<file path="src/rtl/jdhp_defs.vh">
// constants for the debug test access port with halt mode
`ifndef JDHP_DEFS_VH
`define JDHP_DEFS_VH

// ----------------------------------------------------------------------
// tap controller states
// ----------------------------------------------------------------------
`define JDHP_TLR        4'h0
`define JDHP_RTI        4'h1
`define JDHP_SEL_DR     4'h2
`define JDHP_CAP_DR     4'h3
`define JDHP_SH_DR      4'h4
`define JDHP_EX1_DR     4'h5
`define JDHP_PA_DR      4'h6
`define JDHP_EX2_DR     4'h7
`define JDHP_UP_DR      4'h8
`define JDHP_SEL_IR     4'h9
`define JDHP_CAP_IR     4'hA
`define JDHP_SH_IR      4'hB
`define JDHP_EX1_IR     4'hC
`define JDHP_PA_IR      4'hD
`define JDHP_EX2_IR     4'hE
`define JDHP_UP_IR      4'hF

// ----------------------------------------------------------------------
// instruction codes
// ----------------------------------------------------------------------
`define JDHP_IR_EXTEST      4'h0
`define JDHP_IR_CHAIN_SEL   4'h2
`define JDHP_IR_SAMPLE      4'h3
`define JDHP_IR_RESTART     4'h4
`define JDHP_IR_CLAMP       4'h5
`define JDHP_IR_HIGHZ       4'h7
`define JDHP_IR_HALT        4'h8
`define JDHP_IR_CLAMP_FLOAT 4'h9
`define JDHP_IR_INTEST      4'hC
`define JDHP_IR_IDCODE      4'hE
`define JDHP_IR_BYPASS      4'hF
`define JDHP_IR_CAPTURE     4'h1

// ----------------------------------------------------------------------
// scan chains and lengths
// ----------------------------------------------------------------------
`define JDHP_CHAIN_DBG_ID   4'h0
`define JDHP_CHAIN_DEBUG_STATUS_CONTROL_REG     4'h1
`define JDHP_CHAIN_BSCAN    4'h3
`define JDHP_CHAIN_ITR      4'h4
`define JDHP_CHAIN_DTR      4'h5
`define JDHP_CHAIN_RESET    4'h3
`define JDHP_CHAIN_SEL_CAP  4'h8
`define JDHP_LEN_WORD       6'h20
`define JDHP_LEN_SEL        6'h04
`define JDHP_LEN_BYPASS     6'h01

// ----------------------------------------------------------------------
// debug status and control fields
// ----------------------------------------------------------------------
`define JDHP_DEBUG_STATUS_CONTROL_REG_HALTED    0
`define JDHP_DEBUG_STATUS_CONTROL_REG_RESTARTED 1
`define JDHP_DEBUG_STATUS_CONTROL_REG_HALT_EN   30

// ----------------------------------------------------------------------
// core debug states
// ----------------------------------------------------------------------
`define JDHP_CORE_RUN       2'h0
`define JDHP_CORE_HALTED    2'h1
`define JDHP_CORE_RESTART   2'h2

`endif

</file>
<file path="src/rtl/jdhp_tap.v">
// debug test access port with halt-mode entry and exit
`timescale 1ns/1ps
`include "jdhp_defs.vh"

// Notes on behaviour
// - halt mode bit 30 of status register is writable only from the scan port
// - with halt mode on, listed debug events halt the core instead of excepting
// - scanned halt takes effect only on entry to run-test/idle
// - core-halted flag set on entry to debug state
// - in debug state pc held, interrupts ignored, fetch from transfer register
// - restart resumes the core only when run-test/idle is next entered
// - halted flag cleared before restart; restarted flag set once done
// - four-bit instruction register, identification and bypass registers
// - instruction codes decode as the standard table of eleven codes
// - undefined instruction codes behave as bypass
// - extest writes the selected chain; c1, c4, c5 written this way
// - extest captures inputs, shifts, drives outputs at update
// - intest reads the selected chain; c0, c1, c4, c5 captured and shifted out
// - intest shift discards incoming bits and never alters chain contents
// - chain-select register captures fixed pattern 1000
// - chain number takes effect at update and holds until next selection
// - after reset chain 3 is selected
// - restart leaves the chain-select register unchanged
// - halt instruction halts only with halt mode enabled
// - idcode captures device code, shifts with tdi in, unchanged at update
// - bypass captures 0, one-bit delay, no effect at update or on pins
// - sample, clamp, highz, clamp-float act as bypass on internal chains
// - id code: version 31:28, part 27:12, maker 11:1, bit 0 marker
module jdhp_tap #(
    parameter [31:0] IDCODE_VALUE   = 32'h1000_0001, // arbitrary identity value
    parameter [31:0] DEBUG_ID_VALUE = 32'h0000_0010, // arbitrary identity value
    parameter        BSCAN_W        = 8
) (
    input  wire               sys_clk_i,
    input  wire               reset_n_i,
    input  wire               tck_i,
    input  wire               tms_i,
    input  wire               tdi_i,
    output wire               tdo_o,
    output wire               tdo_oe_n_o,
    input  wire               external_debug_request_i,
    input  wire               vector_catch_i,
    input  wire               reg_breakpoint_hit_i,
    input  wire               watchpoint_hit_i,
    input  wire               breakpoint_instruction_i,
    input  wire [31:0]        dtr_core_data_i,
    input  wire [BSCAN_W-1:0] bscan_in_i,
    output wire [BSCAN_W-1:0] bscan_out_o,
    output wire               bscan_test_mode_o,
    output wire               debug_state_o,
    output wire               sw_exception_o,
    output wire [31:0]        itr_data_o,
    output wire               itr_valid_o,
    output wire [31:0]        dtr_data_o,
    output wire               dtr_valid_o
);

    localparam [31:0] BSCAN_W32 = BSCAN_W;
    localparam [5:0]  BSCAN_LEN = BSCAN_W32[5:0];

    // ------------------------------------------------------------------
    // functions
    // ------------------------------------------------------------------
    function [3:0] tap_next;
        input [3:0] st;
        input       tms;
        begin
            case (st)
                `JDHP_TLR:    tap_next = tms ? `JDHP_TLR    : `JDHP_RTI;
                `JDHP_RTI:    tap_next = tms ? `JDHP_SEL_DR : `JDHP_RTI;
                `JDHP_SEL_DR: tap_next = tms ? `JDHP_SEL_IR : `JDHP_CAP_DR;
                `JDHP_CAP_DR: tap_next = tms ? `JDHP_EX1_DR : `JDHP_SH_DR;
                `JDHP_SH_DR:  tap_next = tms ? `JDHP_EX1_DR : `JDHP_SH_DR;
                `JDHP_EX1_DR: tap_next = tms ? `JDHP_UP_DR  : `JDHP_PA_DR;
                `JDHP_PA_DR:  tap_next = tms ? `JDHP_EX2_DR : `JDHP_PA_DR;
                `JDHP_EX2_DR: tap_next = tms ? `JDHP_UP_DR  : `JDHP_SH_DR;
                `JDHP_UP_DR:  tap_next = tms ? `JDHP_SEL_DR : `JDHP_RTI;
                `JDHP_SEL_IR: tap_next = tms ? `JDHP_TLR    : `JDHP_CAP_IR;
                `JDHP_CAP_IR: tap_next = tms ? `JDHP_EX1_IR : `JDHP_SH_IR;
                `JDHP_SH_IR:  tap_next = tms ? `JDHP_EX1_IR : `JDHP_SH_IR;
                `JDHP_EX1_IR: tap_next = tms ? `JDHP_UP_IR  : `JDHP_PA_IR;
                `JDHP_PA_IR:  tap_next = tms ? `JDHP_EX2_IR : `JDHP_PA_IR;
                `JDHP_EX2_IR: tap_next = tms ? `JDHP_UP_IR  : `JDHP_SH_IR;
                `JDHP_UP_IR:  tap_next = tms ? `JDHP_SEL_DR : `JDHP_RTI;
                default:      tap_next = `JDHP_TLR;
            endcase
        end
    endfunction

    // shift right by one, new bit enters at position len-1
    function [31:0] shift_in;
        input [31:0] sr;
        input        din;
        input [5:0]  len;
        integer      i;
        begin
            shift_in = 32'h0000_0000;
            for (i = 0; i < 32; i = i + 1) begin
                if (i == len - 1)
                    shift_in[i] = din;
                else if (i < len - 1)
                    shift_in[i] = sr[i + 1];
            end
        end
    endfunction

    // ------------------------------------------------------------------
    // synchronisers and tck edges
    // ------------------------------------------------------------------
    reg         tck_s1_reg, tck_s2_reg, tck_s3_reg;
    reg         tms_s1_reg, tms_s2_reg;
    reg         tdi_s1_reg, tdi_s2_reg;
    reg         edr_s1_reg, edr_s2_reg;

    always @(posedge sys_clk_i) begin
        if (!reset_n_i) begin
            tck_s1_reg <= 1'b0;
            tck_s2_reg <= 1'b0;
            tck_s3_reg <= 1'b0;
            tms_s1_reg <= 1'b1;
            tms_s2_reg <= 1'b1;
            tdi_s1_reg <= 1'b0;
            tdi_s2_reg <= 1'b0;
            edr_s1_reg <= 1'b0;
            edr_s2_reg <= 1'b0;
        end else begin
            tck_s1_reg <= tck_i;
            tck_s2_reg <= tck_s1_reg;
            tck_s3_reg <= tck_s2_reg;
            tms_s1_reg <= tms_i;
            tms_s2_reg <= tms_s1_reg;
            tdi_s1_reg <= tdi_i;
            tdi_s2_reg <= tdi_s1_reg;
            edr_s1_reg <= external_debug_request_i;
            edr_s2_reg <= edr_s1_reg;
        end
    end

    wire tck_rise = tck_s2_reg & ~tck_s3_reg;
    wire tck_fall = ~tck_s2_reg & tck_s3_reg;

    // ------------------------------------------------------------------
    // state and decode
    // ------------------------------------------------------------------
    reg  [3:0]         tap_reg;
    reg  [3:0]         tap_instruction_register;
    reg  [3:0]         ir_shift_reg;
    reg  [31:0]        dr_shift_reg;
    reg  [3:0]         chain_sel_reg;
    reg                halt_mode_reg;
    reg  [31:0]        itr_reg;
    reg                itr_valid_reg;
    reg  [31:0]        dtr_reg;
    reg                dtr_valid_reg;
    reg  [BSCAN_W-1:0] bscan_out_reg;
    reg                tdo_reg;
    reg                tdo_oe_n_reg;
    reg  [1:0]         core_st_reg;
    reg                core_halted_flag;
    reg                core_restarted_reg;
    reg                debug_state_reg;
    reg                sw_exc_reg;
    reg                tap_test_mode_reg;

    wire [3:0] tap_next_st = tap_next(tap_reg, tms_s2_reg);
    wire       enter_rti   = tck_rise & (tap_next_st == `JDHP_RTI) & (tap_reg != `JDHP_RTI);

    reg        sel_chain;
    reg        sel_select;
    reg        sel_id;
    always @* begin
        sel_chain  = 1'b0;
        sel_select = 1'b0;
        sel_id     = 1'b0;
        case (tap_instruction_register)
            `JDHP_IR_EXTEST:    sel_chain  = 1'b1;
            `JDHP_IR_INTEST:    sel_chain  = 1'b1;
            `JDHP_IR_CHAIN_SEL: sel_select = 1'b1;
            `JDHP_IR_IDCODE:    sel_id     = 1'b1;
            default:            sel_chain  = 1'b0;
        endcase
    end

    wire is_extest = (tap_instruction_register == `JDHP_IR_EXTEST);
    wire is_intest = (tap_instruction_register == `JDHP_IR_INTEST);

    wire [31:0] debug_status_control_reg_word;
    assign debug_status_control_reg_word = (32'h0000_0001 << `JDHP_DEBUG_STATUS_CONTROL_REG_HALTED) & {32{core_halted_flag}}
                     | (32'h0000_0001 << `JDHP_DEBUG_STATUS_CONTROL_REG_RESTARTED) & {32{core_restarted_reg}}
                     | (32'h0000_0001 << `JDHP_DEBUG_STATUS_CONTROL_REG_HALT_EN) & {32{halt_mode_reg}};

    wire [31:0] bscan_cap = {{(32-BSCAN_W){1'b0}}, bscan_in_i};

    reg  [5:0]  dr_len;
    reg  [31:0] dr_cap;
    always @* begin
        dr_len = `JDHP_LEN_BYPASS;
        dr_cap = 32'h0000_0000;
        if (sel_id) begin
            dr_len = `JDHP_LEN_WORD;
            dr_cap = IDCODE_VALUE;
        end else if (sel_select) begin
            dr_len = `JDHP_LEN_SEL;
            dr_cap = {28'h000_0000, `JDHP_CHAIN_SEL_CAP};
        end else if (sel_chain) begin
            case (chain_sel_reg)
                `JDHP_CHAIN_DBG_ID: begin
                    dr_len = `JDHP_LEN_WORD;
                    dr_cap = DEBUG_ID_VALUE;
                end
                `JDHP_CHAIN_DEBUG_STATUS_CONTROL_REG: begin
                    dr_len = `JDHP_LEN_WORD;
                    dr_cap = debug_status_control_reg_word;
                end
                `JDHP_CHAIN_BSCAN: begin
                    dr_len = BSCAN_LEN;
                    dr_cap = bscan_cap;
                end
                `JDHP_CHAIN_ITR: begin
                    dr_len = `JDHP_LEN_WORD;
                    dr_cap = itr_reg;
                end
                `JDHP_CHAIN_DTR: begin
                    dr_len = `JDHP_LEN_WORD;
                    dr_cap = dtr_core_data_i;
                end
                default: begin
                    dr_len = `JDHP_LEN_BYPASS;
                    dr_cap = 32'h0000_0000;
                end
            endcase
        end
    end

    // intest drops tdi so captured chain contents are never disturbed
    wire shift_bit = (sel_chain & is_intest) ? 1'b0 : tdi_s2_reg;

    // ------------------------------------------------------------------
    // tap controller, shift paths and chain updates
    // ------------------------------------------------------------------
    always @(posedge sys_clk_i) begin
        if (!reset_n_i) begin
            tap_reg                  <= `JDHP_TLR;
            tap_instruction_register <= `JDHP_IR_IDCODE;
            ir_shift_reg             <= `JDHP_IR_CAPTURE;
            dr_shift_reg             <= 32'h0000_0000;
            chain_sel_reg            <= `JDHP_CHAIN_RESET;
            halt_mode_reg            <= 1'b0;
            itr_reg                  <= 32'h0000_0000;
            itr_valid_reg            <= 1'b0;
            dtr_reg                  <= 32'h0000_0000;
            dtr_valid_reg            <= 1'b0;
            bscan_out_reg            <= {BSCAN_W{1'b0}};
            tdo_reg                  <= 1'b0;
            tdo_oe_n_reg             <= 1'b1;
        end else begin
            itr_valid_reg <= 1'b0;
            dtr_valid_reg <= 1'b0;
            if (tck_rise) begin
                tap_reg <= tap_next_st;
                case (tap_reg)
                    `JDHP_TLR: begin
                        tap_instruction_register <= `JDHP_IR_IDCODE;
                        chain_sel_reg            <= `JDHP_CHAIN_RESET;
                    end
                    `JDHP_CAP_IR: ir_shift_reg <= `JDHP_IR_CAPTURE;
                    `JDHP_SH_IR:  ir_shift_reg <= {tdi_s2_reg, ir_shift_reg[3:1]};
                    `JDHP_UP_IR:  tap_instruction_register <= ir_shift_reg;
                    `JDHP_CAP_DR: dr_shift_reg <= dr_cap;
                    `JDHP_SH_DR:  dr_shift_reg <= shift_in(dr_shift_reg, shift_bit, dr_len);
                    `JDHP_UP_DR: begin
                        if (sel_select)
                            chain_sel_reg <= dr_shift_reg[3:0];
                        else if (sel_chain && is_extest) begin
                            case (chain_sel_reg)
                                `JDHP_CHAIN_DEBUG_STATUS_CONTROL_REG:
                                    halt_mode_reg <= dr_shift_reg[`JDHP_DEBUG_STATUS_CONTROL_REG_HALT_EN];
                                `JDHP_CHAIN_BSCAN:
                                    bscan_out_reg <= dr_shift_reg[BSCAN_W-1:0];
                                `JDHP_CHAIN_ITR: begin
                                    itr_reg       <= dr_shift_reg;
                                    itr_valid_reg <= 1'b1;
                                end
                                `JDHP_CHAIN_DTR: begin
                                    dtr_reg       <= dr_shift_reg;
                                    dtr_valid_reg <= 1'b1;
                                end
                                default: ;
                            endcase
                        end
                    end
                    default: ;
                endcase
            end
            if (tck_fall) begin
                tdo_oe_n_reg <= ~((tap_reg == `JDHP_SH_IR) | (tap_reg == `JDHP_SH_DR));
                tdo_reg      <= (tap_reg == `JDHP_SH_IR) ? ir_shift_reg[0] : dr_shift_reg[0];
            end
        end
    end

    // ------------------------------------------------------------------
    // core debug state
    // ------------------------------------------------------------------
    wire core_event = vector_catch_i | reg_breakpoint_hit_i | watchpoint_hit_i
                    | breakpoint_instruction_i | edr_s2_reg;
    // instruction loaded on this same tck rise counts for the idle entry
    wire [3:0] ir_eff = (tap_reg == `JDHP_UP_IR) ? ir_shift_reg : tap_instruction_register;
    wire halt_cmd    = enter_rti & (ir_eff == `JDHP_IR_HALT);
    wire restart_cmd = enter_rti & (ir_eff == `JDHP_IR_RESTART);

    always @(posedge sys_clk_i) begin
        if (!reset_n_i) begin
            core_st_reg        <= `JDHP_CORE_RUN;
            core_halted_flag   <= 1'b0;
            core_restarted_reg <= 1'b0;
            debug_state_reg    <= 1'b0;
            sw_exc_reg         <= 1'b0;
        end else begin
            sw_exc_reg <= 1'b0;
            case (core_st_reg)
                `JDHP_CORE_RUN: begin
                    if (halt_mode_reg && (core_event || halt_cmd)) begin
                        core_st_reg        <= `JDHP_CORE_HALTED;
                        core_halted_flag   <= 1'b1;
                        core_restarted_reg <= 1'b0;
                        debug_state_reg    <= 1'b1;
                    end else if (!halt_mode_reg && core_event)
                        sw_exc_reg <= 1'b1;
                end
                `JDHP_CORE_HALTED: begin
                    if (restart_cmd) begin
                        core_st_reg      <= `JDHP_CORE_RESTART;
                        core_halted_flag <= 1'b0;
                    end
                end
                `JDHP_CORE_RESTART: begin
                    core_st_reg        <= `JDHP_CORE_RUN;
                    debug_state_reg    <= 1'b0;
                    core_restarted_reg <= 1'b1;
                end
                default: core_st_reg <= `JDHP_CORE_RUN;
            endcase
        end
    end

    // ------------------------------------------------------------------
    // outputs
    // ------------------------------------------------------------------
    assign tdo_o             = tdo_reg;
    assign tdo_oe_n_o        = tdo_oe_n_reg;
    assign bscan_out_o       = bscan_out_reg;
    assign bscan_test_mode_o = tap_test_mode_reg;
    assign debug_state_o     = debug_state_reg;
    assign sw_exception_o    = sw_exc_reg;
    assign itr_data_o        = itr_reg;
    assign itr_valid_o       = itr_valid_reg;
    assign dtr_data_o        = dtr_reg;
    assign dtr_valid_o       = dtr_valid_reg;

    // scan cells in test mode under extest or intest, system mode otherwise
    always @(posedge sys_clk_i) begin
        if (!reset_n_i)
            tap_test_mode_reg <= 1'b0;
        else
            tap_test_mode_reg <= is_extest | is_intest;
    end

endmodule

</file>
<file path="config.mk">
export PLATFORM = sky130hd
export DESIGN_NAME = jdhp_tap
export DESIGN_NICKNAME = d
export VERILOG_FILES = /design/src/rtl/jdhp_tap.v
export VERILOG_INCLUDE_DIRS = /design/src /design/src/rtl
export SDC_FILE = /design/constraint.sdc
export NUM_CORES = 1
export LEC_CHECK = 0
export ABC_AREA = 0
export BUFFER_PORTS_ARGS = -buffer_cell sky130_fd_sc_hd__buf_4
export CAP_MARGIN = 0
export CORE_UTILIZATION = 53
export CTS_CLUSTER_DIAMETER = 150
export CTS_CLUSTER_SIZE = 20
export DETAILED_ROUTE_END_ITERATION = 8
export GPL_ROUTABILITY_DRIVEN = 0
export PLACE_DENSITY_LB_ADDON = 0.2
export SETUP_SLACK_MARGIN = 0.05
export SYNTH_ARGS = -nofsm -noshare
export SYNTH_HDL_FRONTEND = slang
export SYNTH_SLANG_ARGS = --single-unit
</file>
<file path="constraint.sdc">
create_clock -name sys_clk_i -period 3.7 [get_ports sys_clk_i]
set_input_delay 0.37 -clock sys_clk_i [delete_from_list [all_inputs] [get_ports sys_clk_i]]
set_output_delay 0.37 -clock sys_clk_i [all_outputs]
set_load 0.02 [all_outputs]
</file>
# Word level (Yosys, flattened, before mapping)

Index checks and enable logic that the tools add are counted.

Mux-type cells: 108
Reductions and logical operators: 34
$add $sub $neg: 1
Bitwise operators: 24
Eq/ne operators: 62
Order comparisons: 32

Operators by type and width:

| cell                                                                         | number |
|---|---|
| 5-bit by 32-bit == test with 1-bit output, first input constant              | 16 |
| 5-bit by 32-bit less-than comparator with 1-bit output, first input constant | 16 |
| 4-bit by 32-bit == test with 1-bit output, first input constant              | 8 |
| 4-bit by 32-bit less-than comparator with 1-bit output, first input constant | 8 |
| 32-bit one-hot mux with 5 select lines                                       | 1 |
| 3-bit by 32-bit == test with 1-bit output, first input constant              | 4 |
| 3-bit by 32-bit less-than comparator with 1-bit output, first input constant | 4 |
| 32-bit two-way mux                                                           | 3 |
| 1-bit two-way mux                                                            | 78 |
| 2-bit by 32-bit == test with 1-bit output, first input constant              | 2 |
| 1-bit by 32-bit less-than comparator with 1-bit output, first input constant | 2 |
| 2-bit by 32-bit less-than comparator with 1-bit output, first input constant | 2 |
| 32-bit one-hot mux with 2 select lines                                       | 1 |
| 4-bit one-hot mux with 12 select lines                                       | 1 |
| 4-bit == test, second input constant                                         | 11 |
| 1-bit by 32-bit == test with 1-bit output, first input constant              | 1 |
| 32-bit zero test                                                             | 1 |
| 2-bit by 31-bit bitwise OR with 31-bit output                                | 1 |
| 4-bit by 3-bit == test with 1-bit output, second input constant              | 7 |
| 4-bit two-way mux                                                            | 6 |
| 4-bit one-hot mux with 2 select lines                                        | 3 |
| 5-bit AND reduction                                                          | 4 |
| 6-bit two-way mux                                                            | 3 |
| 4-bit by 2-bit == test with 1-bit output, second input constant              | 4 |
| 27 further kinds                                                             | 74 |

Input port bits: 50
Logic and storage cells: 289
Output and inout bits: 79
Register bits after elaboration: 141

# Longest topological paths before layout

Gate-level depths: netlist of the first run.

Word-level depth: 11
Depth in mapped cells: 12
Depth with buffers taken out: 10

# Least setup slack after synthesis of the first run

Ideal clock, no wire load.

Path type: reg-to-reg
Start point: register tap_instruction_register[2]
End point: register dr_shift_reg[29]
Data arrival time: 2928 ps
Cell stages (with the launch flop): 12
Setup time: 81 ps
Period minus slack after synthesis: 3009 ps
Required time: 3619 ps
Path buffers: 2
Setup slack: 691 ps
Cell sequence: dfxtp_1 > buf_2 > xor2_2 > or3_1 > buf_2 > nor2_1 > ha_1 > inv_1 > a311oi_1 > nand4_1 > or3_1 > a41oi_1

Word-level cells in the longest chain between the ends: 11
Elaborated cells between the ends (all ways): 22
Classes of those cells: add/sub: 1; order compare: 1; eq/ne: 4; mux: 13; bitwise: 1; reduce/logical: 2

Ends and longest elaborated chain:

| what                                                    | RTL line                      | RTL |
|---|---|---|
| start: declaration                                      | jdhp_tap.v:146                | `reg [3:0] tap_instruction_register;` |
| start signal: assignment                                | jdhp_tap.v:244                | `` tap_instruction_register <= `JDHP_IR_IDCODE; `` |
| start signal: assignment                                | jdhp_tap.v:263                | `` tap_instruction_register <= `JDHP_IR_IDCODE; `` |
| start signal: assignment                                | jdhp_tap.v:268                | `` `JDHP_UP_IR: tap_instruction_register <= ir_shift_reg; `` |
| 4-bit == test / 4-bit zero test (equally long branches) | jdhp_tap.v:175                | `case (tap_instruction_register)` |
| 2-bit OR reduction (no line)                            | n/a                           |  |
| 1-bit two-way mux                                       | jdhp_tap.v:175                |  |
| 6-bit two-way mux                                       | jdhp_tap.v:205                | `end else if (sel_chain) begin` |
| 6-bit two-way mux                                       | jdhp_tap.v:202                | `end else if (sel_select) begin` |
| 6-bit two-way mux                                       | jdhp_tap.v:199                | `if (sel_id) begin` |
| 6-bit by 1-bit subtractor with 7-bit output             | jdhp_tap.v:99, jdhp_tap.v:101 |  |
| 5-bit by 32-bit less-than comparator with 1-bit output  | jdhp_tap.v:101                | `else if (i < len - 1)` |
| 1-bit two-way mux                                       | jdhp_tap.v:101                |  |
| 1-bit two-way mux                                       | jdhp_tap.v:99                 | `if (i == len - 1)` |
| 32-bit one-hot mux with 2 select lines *                | jdhp_tap.v:261                | `case (tap_reg)` |
| end signal: assignment                                  | jdhp_tap.v:269                | `` `JDHP_CAP_DR: dr_shift_reg <= dr_cap; `` |
| end signal: assignment                                  | jdhp_tap.v:270                | `` `JDHP_SH_DR: dr_shift_reg <= shift_in(dr_shift_reg, shift_bit, dr_len); `` |
| end: declaration                                        | jdhp_tap.v:148                | `reg [31:0] dr_shift_reg;` |

Mark *: on every way between the ends. The rest lies on a longest branch, timed or not.
A chain may end at the register's enable or synchronous reset.

# Final worst setup path of the first run

Start point: register tap_instruction_register[3]
End point: register dr_shift_reg[29]

Same word-level chain as after synthesis.

==> summary.txt, run 1 <==
Hold path
  – HP Class: in2reg

Routing
  – DR pass1 iterations: 5
  – Wire per inst: between 15 and 20 um
  – Remaining DRCs: 0
  – Iteration-0 DRC Markers: around 940
  – Antenna-violating nets left: 0
  – DR vias: 7321
  – Post-Route WL: approximately 23 mm
  – Via density: roughly 6.1

CTS
  – # hold bufs at CTS: 0
  – H-tree levels: 4
  – Root Driver: clkbuf_16
  – Setup bufs post-CTS: 0
  – CTS resizes: 0
  – TritonCTS buffer count: 17
  – CTS Buffer Depth: 2
  – Clk_lat worst skew: 0.43 ns
  – Clock-pin slew on the worst setup and hold paths: around 0.06 ns
  – Clock tree sinks: roughly 140
  – CTS tree: yes

Power and ir drop
  – LEAKAGE: between 3 and 4 nW
  – Power Dens Cells: about 370 nW/um2
  – Internal Power: ~0.0025 W
  – Sw Share: 0.229
  – Comb power frac: 0.041
  – Max IR drop VDD: 0.000267 V
  – Seq pwr share: 0.464
  – NetSw: around 0.00076 W
  – Clk pwr share: 0.495

Synthesis
  – Top cell type's share of synthesized area: 0.393
  – Mapped Cells: roughly 910
  – Area contributors post-synth: dfxtp_1 (39%), nand2_1 (9.4%), a21oi_1 (8.4%)
  – Cell taking the most area after synthesis: dfxtp_1
  – Most used DFF post-synth: dfxtp_1
  – Post-synth EDFFs: 0
  – Async S/R FF share, synth: 0
  – Post-Syn Nets: between 900 and 1k
  – Most frequent cell after synthesis: nand2_1
  – Synth Cell Area: between 7000 and 8000 um2
  – Top cells by count, synth: nand2_1 (179), dfxtp_1 (141), a21oi_1 (120)
  – Synth Register Bits: ~140
  – Ys Warns: 0
  – Seq/Total Area, Yosys: 0.393
  – Library cells used by synthesis: 82
  – Syn Area/Cell: roughly 7.9 um2

Timing
  – Max-slew violations: 0
  – Final Hold Viols: 0
  – Post-route setup slack: between 0.3 and 0.4 ns
  – RSZ-0062 raised after global routing: no
  – Final Skew: 0.00822 ns
  – Slew margin rel.: 0.223
  – Worst Tran Pin Value: approximately 1.2 ns
  – Setup-failing EPs final: 0
  – Final period utilization: 0.916
  – Highest clock rate: ~0.3 GHz
  – Min cycle time layout: ~3.4 ns
  – Fin Setup TNS: 0 ns

Floorplanning
  – Initial core utilization: 0.542
  – Die Y: roughly 120 um
  – Top Ports: about 130
  – Rows: 42
  – Die X: roughly 120 um
  – Die area: between 10000 and 15000 um2
  – Total core area: ~13000 um2

Worst setup path
  – Crit. End Element: flip-flop
  – Peak fanout along the critical path: 11
  – Worst setup path category: reg2reg
  – Worst endpoint required time: 4.05 ns
  – CP arrival: 3.74 ns
  – Worst setup SP type: flip-flop

Cells and area
  – Proportion of layout cells with a drive suffix above 1: 0.228
  – Non-Filler Instances: between 1k and 1.5k
  – Nets: about 1.1k
  – Ant. Diodes: 0
  – Area delta synth->final: 23.2%
  – Fillers: roughly 1.2k

Job
  – Max Cap Violations: 0

Status
  – Status: finished, final reports clean

GRT
  – GR Overflow Total: 0
  – Vias in the first global route: 6781
  – Global-route wire length before repair: roughly 36 mm
  – Initial antenna violation count: 0
  – GRT Resource Usage Total: 0.331
  – Largest net degree at the start of global routing: a little over 60

Place
  – Dpl hpwl: around 16 mm
  – IO Port Bufs: about 130
  – Pre-CTS WS: between 0.4 and 0.5 ns
  – Placed cell count: 1166
## power groups by stage
stage	registers [W]	logic, W	clock network, W
final	0.00153	0.000137	0.00163
after global routing	0.00153	0.000148	0.00170
after CTS	0.00153	0.000136	0.00164
after detailed placement	0.00157	0.000135	0
after global placement	0.00157	0.000135	0
after floorplan	0.00156	0.0000745	0
## logic make-up after synthesis
family,share of synthesized area
and+or+nand+nor,0.246
AOI/OAI and AO/OA,0.234
DFF,0.393
buffers and inverters,0.0528
muxes,0.0582
adders and majority gates,0.0105
xor gates and xnor gates,0.00471
## cell usage in the layout, fill, tap and decap left out, types with 4 or more instances in the layout
cell type  synthesis  final
ha_1               6      6
o211ai_1          17     17
a32oi_1            4      4
nand3_1           21     21
o21a_1             4      4
clkbuf_16          0     17
nand4_1           16     16
buf_4              2    155
o21ai_0           52     52
o22ai_1            6      6
inv_1             14     13
clkinv_4           1      4
dfxtp_1          141    140
a21oi_1          120    120
mux2_2            22     22
nor3_1             7      6
nor2_1            47     46
nor3b_1            4      4
or3_1              4      4
nor4_1             6      6
nand2_1          179    179
o32ai_1            4      4
nor2b_1           11     11
or2_2              6      6
a22oi_1            6      6
mux2i_1           17     17
nand2b_1          14     14
and2_1             9      9
a31oi_1           12     12
and3_1             6      6
## critical path, stage by stage (launching register included)
cell and delay (ns):
dfxtp_1 0.53, xor2_2 0.23, or3_1 0.58, nor2_1 0.21, ha_1 0.38, inv_1 0.19
a311oi_1 0.45, nand4_1 0.19, or3_1 0.33, a41oi_1 0.21
## path summary, 6_finish.rpt
kind	start	cells past startpoint	end	slack, ns
min	tms_i	2	tms_s1_reg$_SDFF_PN1_	0.12
min reg2reg	tms_s1_reg$_SDFF_PN1_	1	tms_s2_reg$_SDFF_PN1_	0.41
max reg2reg	tap_instruction_register[3]$_SDFFE_PN1P_	9	dr_shift_reg[29]$_SDFFE_PN0P_	0.31
max	tap_instruction_register[3]$_SDFFE_PN1P_	9	dr_shift_reg[29]$_SDFFE_PN0P_	0.31
## metal layers
layer,global-route usage,part of all wire,wire (um),up-vias
met5,0,0,0,-
met4,0.143,0.028,637,0
met3,0.110,0.10,2370,55
met2,0.487,0.43,9820,373
met1,0.439,0.43,9790,3437
li1,-,-,-,3456
## layout make-up
| cell class | instances | area [um2] | area share |
|---|---|---|---|
| flip-flops and latches | 141 | 2820 | 0.320 |
| well taps | 176 | 220 | 0.0249 |
| multi-input cells | 678 | 4000 | 0.452 |
| inverters | 15 | 61.3 | 0.00694 |
| clock inverters | 8 | 86.3 | 0.00977 |
| clock buffers | 22 | 464 | 0.0525 |
| repair buffers | 156 | 1180 | 0.134 |
## stage by stage
step / util / hold WS [ns] / cell area (um2) / total power (W)
floorplan: - / 0.386 / 7180 / 0.00164
global placement: 0.626 / 0.396 / 8290 / 0.00170
detailed placement: 0.626 / 0.400 / 8290 / 0.00170
CTS: 0.667 / 0.114 / 8840 / 0.00330
global route: 0.667 / 0.140 / 8840 / 0.00338
finish: 0.667 / 0.118 / 8840 / 0.00331
No activity file was read; power rests on OpenSTA's default activity.
==> run 2, diff against run 1 <==
--- a/config.mk
+++ b/config.mk
@@ -15,6 +15,7 @@
 export DETAILED_ROUTE_END_ITERATION = 8
 export GPL_ROUTABILITY_DRIVEN = 0
 export PLACE_DENSITY_LB_ADDON = 0.2
+export RECOVER_POWER = 50
 export SETUP_SLACK_MARGIN = 0.05
 export SYNTH_ARGS = -nofsm -noshare
 export SYNTH_HDL_FRONTEND = slang
==> run 2 against run 1 <==
Net effect:
- the run now ends with capacitance limit, slew limit left
- count of clock-buffer cells in the layout did not move
- largest power group unchanged
- via count fell by 0.94%
- global-route usage did not move
- clock skew barely moved
- largest cell class unchanged
- sequential share of layout area rose by 1.1 points
- critical path depth did not move
- critical path type unchanged
- flip-flop and latch count did not move
==> summary.txt, run 2 (synthesis results as in run 1) <==
Timing
  – Final period utilization: 0.926
  – Fin Setup TNS: 0 ns
  – Worst Tran Pin Value: 2.28 ns
  – Min cycle time layout: between 3 and 4 ns
  – Final Skew: roughly 0.008 ns
  – RSZ-0062 raised after global routing: no
  – Max-slew violations: 54
  – Setup-failing EPs final: 0
  – Slew margin rel.: -0.522
  – Final Hold Viols: 0
  – Highest clock rate: just under 0.3 GHz

Power and ir drop
  – Clk pwr share: 0.495
  – Comb power frac: 0.041
  – NetSw: ~0.00076 W
  – Power Dens Cells: around 390 nW/um2
  – Seq pwr share: 0.464
  – Sw Share: 0.229
  – Internal Power: 0.00255 W
  – Max IR drop VDD: ~0.00027 V
  – LEAKAGE: between 3 and 4 nW

Cells and area
  – Area delta synth->final: 18.9%
  – Final core utilization: 0.644
  – Most frequent cells in the layout: nand2_1 (179), dfxtp_1 (140), a21oi_1 (120)
  – Proportion of layout cells with a drive suffix above 1: 0.149
  – Commonest non-fill, non-tap cell in the layout: nand2_1
  – Nets: 1065
  – Fillers: around 1.3k

Floorplanning
  – Die X: roughly 120 um
  – Initial core utilization: 0.542
  – Die Y: 118 um
  – Rows: 42
  – Total core area: between 10000 and 15000 um2
  – Die area: between 10000 and 15000 um2
  – Top Ports: 129

Worst setup path
  – Critical path cell sequence: xor2_2 > or3_1 > nor2_1 > ha_1 > inv_1 > a311oi_1 > nand4_1 > or3_1 > a41oi_1
  – WP buf/inv: 1
  – Worst setup path category: reg2reg
  – Critical path's slowest cell: or3_1
  – Crit. End Element: flip-flop
  – CP arrival: 3.77 ns
  – CP delay by family, top: simple AND/OR/NAND/NOR gates
  – Peak fanout along the critical path: 11
  – Top cell by count, worst path: or3_1
  – Worst endpoint required time: 4.05 ns
  – Worst setup SP type: flip-flop
  – CP peak stage delay: just under 0.6 ns

CTS
  – Setup bufs post-CTS: 0
  – CTS resizes: 0
  – TritonCTS buffer count: 17
  – Clk_lat worst skew: 0.43 ns
  – Clock-pin slew on the worst setup and hold paths: 0.06 ns
  – CTS tree: yes
  – # hold bufs at CTS: 0
  – Clock tree sinks: 141
  – CTS Buffer Depth: 2
  – H-tree levels: 4
  – Root Driver: clkbuf_16

Routing
  – Met1 wire length: a little under 10 mm
  – DR pass1 iterations: 6
  – Post-Route WL: roughly 23 mm
  – Remaining DRCs: 0
  – DR WL met2: between 9 and 10 mm
  – Antenna-violating nets left: 0
  – Via density: 6.06
  – Iteration-0 DRC Markers: 894
  – DR WL met3: 2.31 mm
  – Top layer used by detailed routing: met4
  – DR vias: around 7.3k
  – Wire per inst: between 15 and 20 um

Status
  – Failing checks: capacitance limit, slew limit
  – Status: complete, but fails checks

GRT
  – Vias in the first global route: just under 7k
  – GR Overflow Total: 0
  – Largest net degree at the start of global routing: 62
  – Initial antenna violation count: 0
  – Global-route wire length before repair: between 30 and 40 mm
  – GRT Resource Usage Total: 0.331

Place
  – IO Port Bufs: roughly 130
  – Dpl hpwl: roughly 16 mm

Hold path
  – HP Class: in2reg

Job
  – Max Cap Violations: 1
==> run 2: cell count changes in the layout (fill, tap and decap cells not counted), sizes merged <==
cell and delta:
clkbuf +81, clkinvlp +1, diode +1, clkinv -1, buf -81
==> run 2: per-stage QoR <==
step | total power (W) | cells | hold slack, ns | instance area (um2) | setup WS [ns]
5_1_grt | 0.00338 | 1196 | 0.140 | 8530 | 0.101
3_5_place_dp | 0.00170 | 1166 | 0.400 | 8290 | 0.406
6_report | 0.00331 | 1197 | 0.120 | 8530 | 0.275
2_1_floorplan | 0.00164 | 905 | 0.386 | 7180 | 0.691
3_3_place_gp | 0.00170 | 1166 | 0.396 | 8290 | 0.567
4_1_cts | 0.00330 | 1196 | 0.114 | 8840 | 0.406
==> run 2: path summary, 6_finish.rpt <==
kind	depth (start not counted)	slack [ns]	from	endpoint
worst max-delay path	9	0.28	tap_instruction_register[3]$_SDFFE_PN1P_	dr_shift_reg[29]$_SDFFE_PN0P_
worst min register to register	1	0.41	tms_s1_reg$_SDFF_PN1_	tms_s2_reg$_SDFF_PN1_
worst min-delay path	2	0.12	tms_i	tms_s1_reg$_SDFF_PN1_
worst max register to register	9	0.28	tap_instruction_register[3]$_SDFFE_PN1P_	dr_shift_reg[29]$_SDFFE_PN0P_
==> run 2: per-layer routing <==
layer / up-vias / global-route usage
li1: 3452 / -
met4: 0 / 0.143
met1: 3381 / 0.439
met5: - / 0
met2: 371 / 0.487
met3: 48 / 0.110
==> run 2: final cells by class <==
| type | count | area (um2) | share of cell area |
|---|---|---|---|
| inverter | 15 | 57.6 | 0.00674 |
| sequential | 141 | 2820 | 0.331 |
| timing repair buffer | 156 | 881 | 0.103 |
| antenna | 1 | 2.50 | 0.000293 |
| multi-input combinational | 678 | 4000 | 0.469 |
| tap | 176 | 220 | 0.0258 |
| clock buffer | 22 | 464 | 0.0544 |
| clock inverter | 8 | 86.3 | 0.0101 |
==> run 2: power by group through the flow <==
stage	clock network, W	registers, W	logic (W)
global route	0.00170	0.00153	0.000147
detailed placement	0	0.00157	0.000135
CTS	0.00164	0.00153	0.000136
global placement	0	0.00157	0.000135
floorplan	0	0.00156	0.0000745
finish	0.00164	0.00153	0.000135
==> run 3, diff against run 2 <==
==> constraint.sdc (replaced) <==
create_clock -name sys_clk_i -period 4.3 [get_ports sys_clk_i]
set_input_delay 0.43 -clock sys_clk_i [delete_from_list [all_inputs] [get_ports sys_clk_i]]
set_output_delay 0.43 -clock sys_clk_i [all_outputs]
set_load 0.02 [all_outputs]
==> run 3 against run 2 <==
Net effect:
- the run still ends with capacitance limit, slew limit left
- via count is 0.65% lower
- utilization is 0.63 points lower
- wire length is 2.1% lower
- clock power is 10% lower
- non-clock buffer count is 14 lower
- worst setup slack better by 0.47 ns
- die area stayed put
- clock skew is 0.0021 ns lower
- largest cell class unchanged
==> summary.txt, run 3 (synthesis results as in run 1) <==
Status
  – Status: complete, but fails checks
  – Failing checks: capacitance limit, slew limit

CTS
  – Clk_lat worst skew: 0.43 ns
  – CTS tree: yes
  – # hold bufs at CTS: 0
  – Root Driver: clkbuf_16
  – Setup bufs post-CTS: 0
  – Clock-pin slew on the worst setup and hold paths: ~0.06 ns
  – TritonCTS buffer count: 17
  – Clock tree sinks: roughly 140
  – H-tree levels: 4
  – CTS resizes: 0
  – CTS Buffer Depth: 2

Worst setup path
  – CP arrival: between 3 and 4 ns
  – Top cell by count, worst path: clkbuf_1
  – Peak fanout along the critical path: 53
  – Worst endpoint required time: around 4.6 ns
  – Worst setup SP type: input port
  – Critical path cell sequence: clkbuf_1 > clkinv_1 > clkbuf_1 > nor4_1
  – Crit. End Element: flip-flop
  – CP peak stage delay: ~1.5 ns
  – Critical path's slowest cell: clkbuf_1
  – Worst setup path category: in2reg

Timing
  – Slew margin rel.: -0.443
  – Final Hold Viols: 0
  – Worst Tran Pin Value: approximately 2.2 ns
  – Max-slew violations: 100
  – Min cycle time layout: 3.56 ns
  – RSZ-0062 raised after global routing: no
  – Final period utilization: 0.827
  – Setup-failing EPs final: 0
  – Post-route setup slack: around 0.74 ns
  – Final Skew: between 0.005 and 0.006 ns
  – Fin Setup TNS: 0 ns
  – Highest clock rate: approximately 0.28 GHz

Cells and area
  – Area delta synth->final: 17.7%
  – Proportion of layout cells with a drive suffix above 1: 0.139
  – Fillers: around 1.2k
  – Commonest non-fill, non-tap cell in the layout: nand2_1
  – Nets: 1051
  – Final core utilization: 0.638
  – Most frequent cells in the layout: nand2_1 (179), dfxtp_1 (140), a21oi_1 (120)
  – Ant. Diodes: 0

Place
  – Pre-CTS WS: just under 0.9 ns
  – Dpl hpwl: about 15 mm
  – IO Port Bufs: 128

Power and ir drop
  – Max IR drop VDD: roughly 0.00022 V
  – LEAKAGE: 2.96 nW
  – Power Dens Cells: 344 nW/um2

Routing
  – DR pass1 iterations: 6
  – Remaining DRCs: 0
  – Post-Route WL: about 22 mm
  – DR vias: 7205
  – Wire per inst: approximately 19 um
  – Iteration-0 DRC Markers: between 800 and 900
  – Via density: 6.09
  – Antenna-violating nets left: 0

GRT
  – Vias in the first global route: 6671
  – Largest net degree at the start of global routing: 54
  – Global-route wire length before repair: ~36 mm
  – GRT Resource Usage Total: 0.323
  – Initial antenna violation count: 0
  – GR Overflow Total: 0

Job
  – Max Cap Violations: 2

Floorplanning
  – Die X: roughly 120 um
  – Top Ports: 129
  – Total core area: about 13000 um2
  – Die Y: about 120 um
  – Rows: between 40 and 50
  – Initial core utilization: 0.542
  – Die area: about 14000 um2

Hold path
  – HP Class: in2reg
==> run 3: cell types whose count changed in the layout (fill, tap and decap cells not counted), moves of 2 or more <==
cell        before  now
buf_4           74   61
inv_6            2    0
clkinv_4         3    1
and2_0           2    4
clkinv_2         1    3
and2_1           7    5
clkinvlp_4       1    4
==> run 3: area by class of cell <==
class	instances	area [um2]	area share
flip-flops and latches	141	2820	0.334
well taps	176	220	0.0261
repair buffers	142	762	0.0902
inverters	15	57.6	0.00681
multi-input cells	678	4000	0.473
clock buffers	22	474	0.0561
clock inverters	10	114	0.0135
==> run 3: per-stage QoR <==
step	hold WS (ns)	power (W)	std cells	area (um2)
6_report	0.184	0.00290	1184	8450
5_1_grt	0.221	0.00298	1184	8450
4_1_cts	0.178	0.00291	1184	8760
3_5_place_dp	0.396	0.00146	1152	8170
3_3_place_gp	0.395	0.00146	1152	8170
2_1_floorplan	0.386	0.00141	905	7180
==> run 3: final timing paths <==
| check | cells after the start | end | slack (ns) | startpoint |
|---|---|---|---|---|
| worst max register to register | 9 | dr_shift_reg[29]$_SDFFE_PN0P_ | 0.78 | tap_instruction_register[2]$_SDFFE_PN1P_ |
| worst max-delay path | 4 | itr_valid_o$_SDFF_PP0_ | 0.74 | reset_n_i |
| worst min register to register | 1 | tms_s2_reg$_SDFF_PN1_ | 0.41 | tms_s1_reg$_SDFF_PN1_ |
| worst min-delay path | 2 | tms_s1_reg$_SDFF_PN1_ | 0.18 | tms_i |
==> run 3: layer usage <==
layer / vias up / GRT usage / routed length, um / share of wire
li1: 3428 / - / - / -
met1: 3350 / 0.457 / 9790 / 0.44
met2: 371 / 0.467 / 9500 / 0.43
met3: 56 / 0.0840 / 2230 / 0.10
met4: 0 / 0.124 / 548 / 0.025
met5: - / 0 / 0 / 0
==> run 3: critical path, delay by kind of cell <==
family / cells / cell delay [ns]
buffers and inverters: 3 / 2.83
and+or+nand+nor: 1 / 0.57
==> run 3: where the power goes <==
part           internal [W]  total (W)  leakage [nW]  switching (W)
registers           0.00131    0.00132          1.14     0.00000802
clock network      0.000897    0.00147         0.278       0.000573
logic             0.0000544   0.000113          1.55      0.0000588
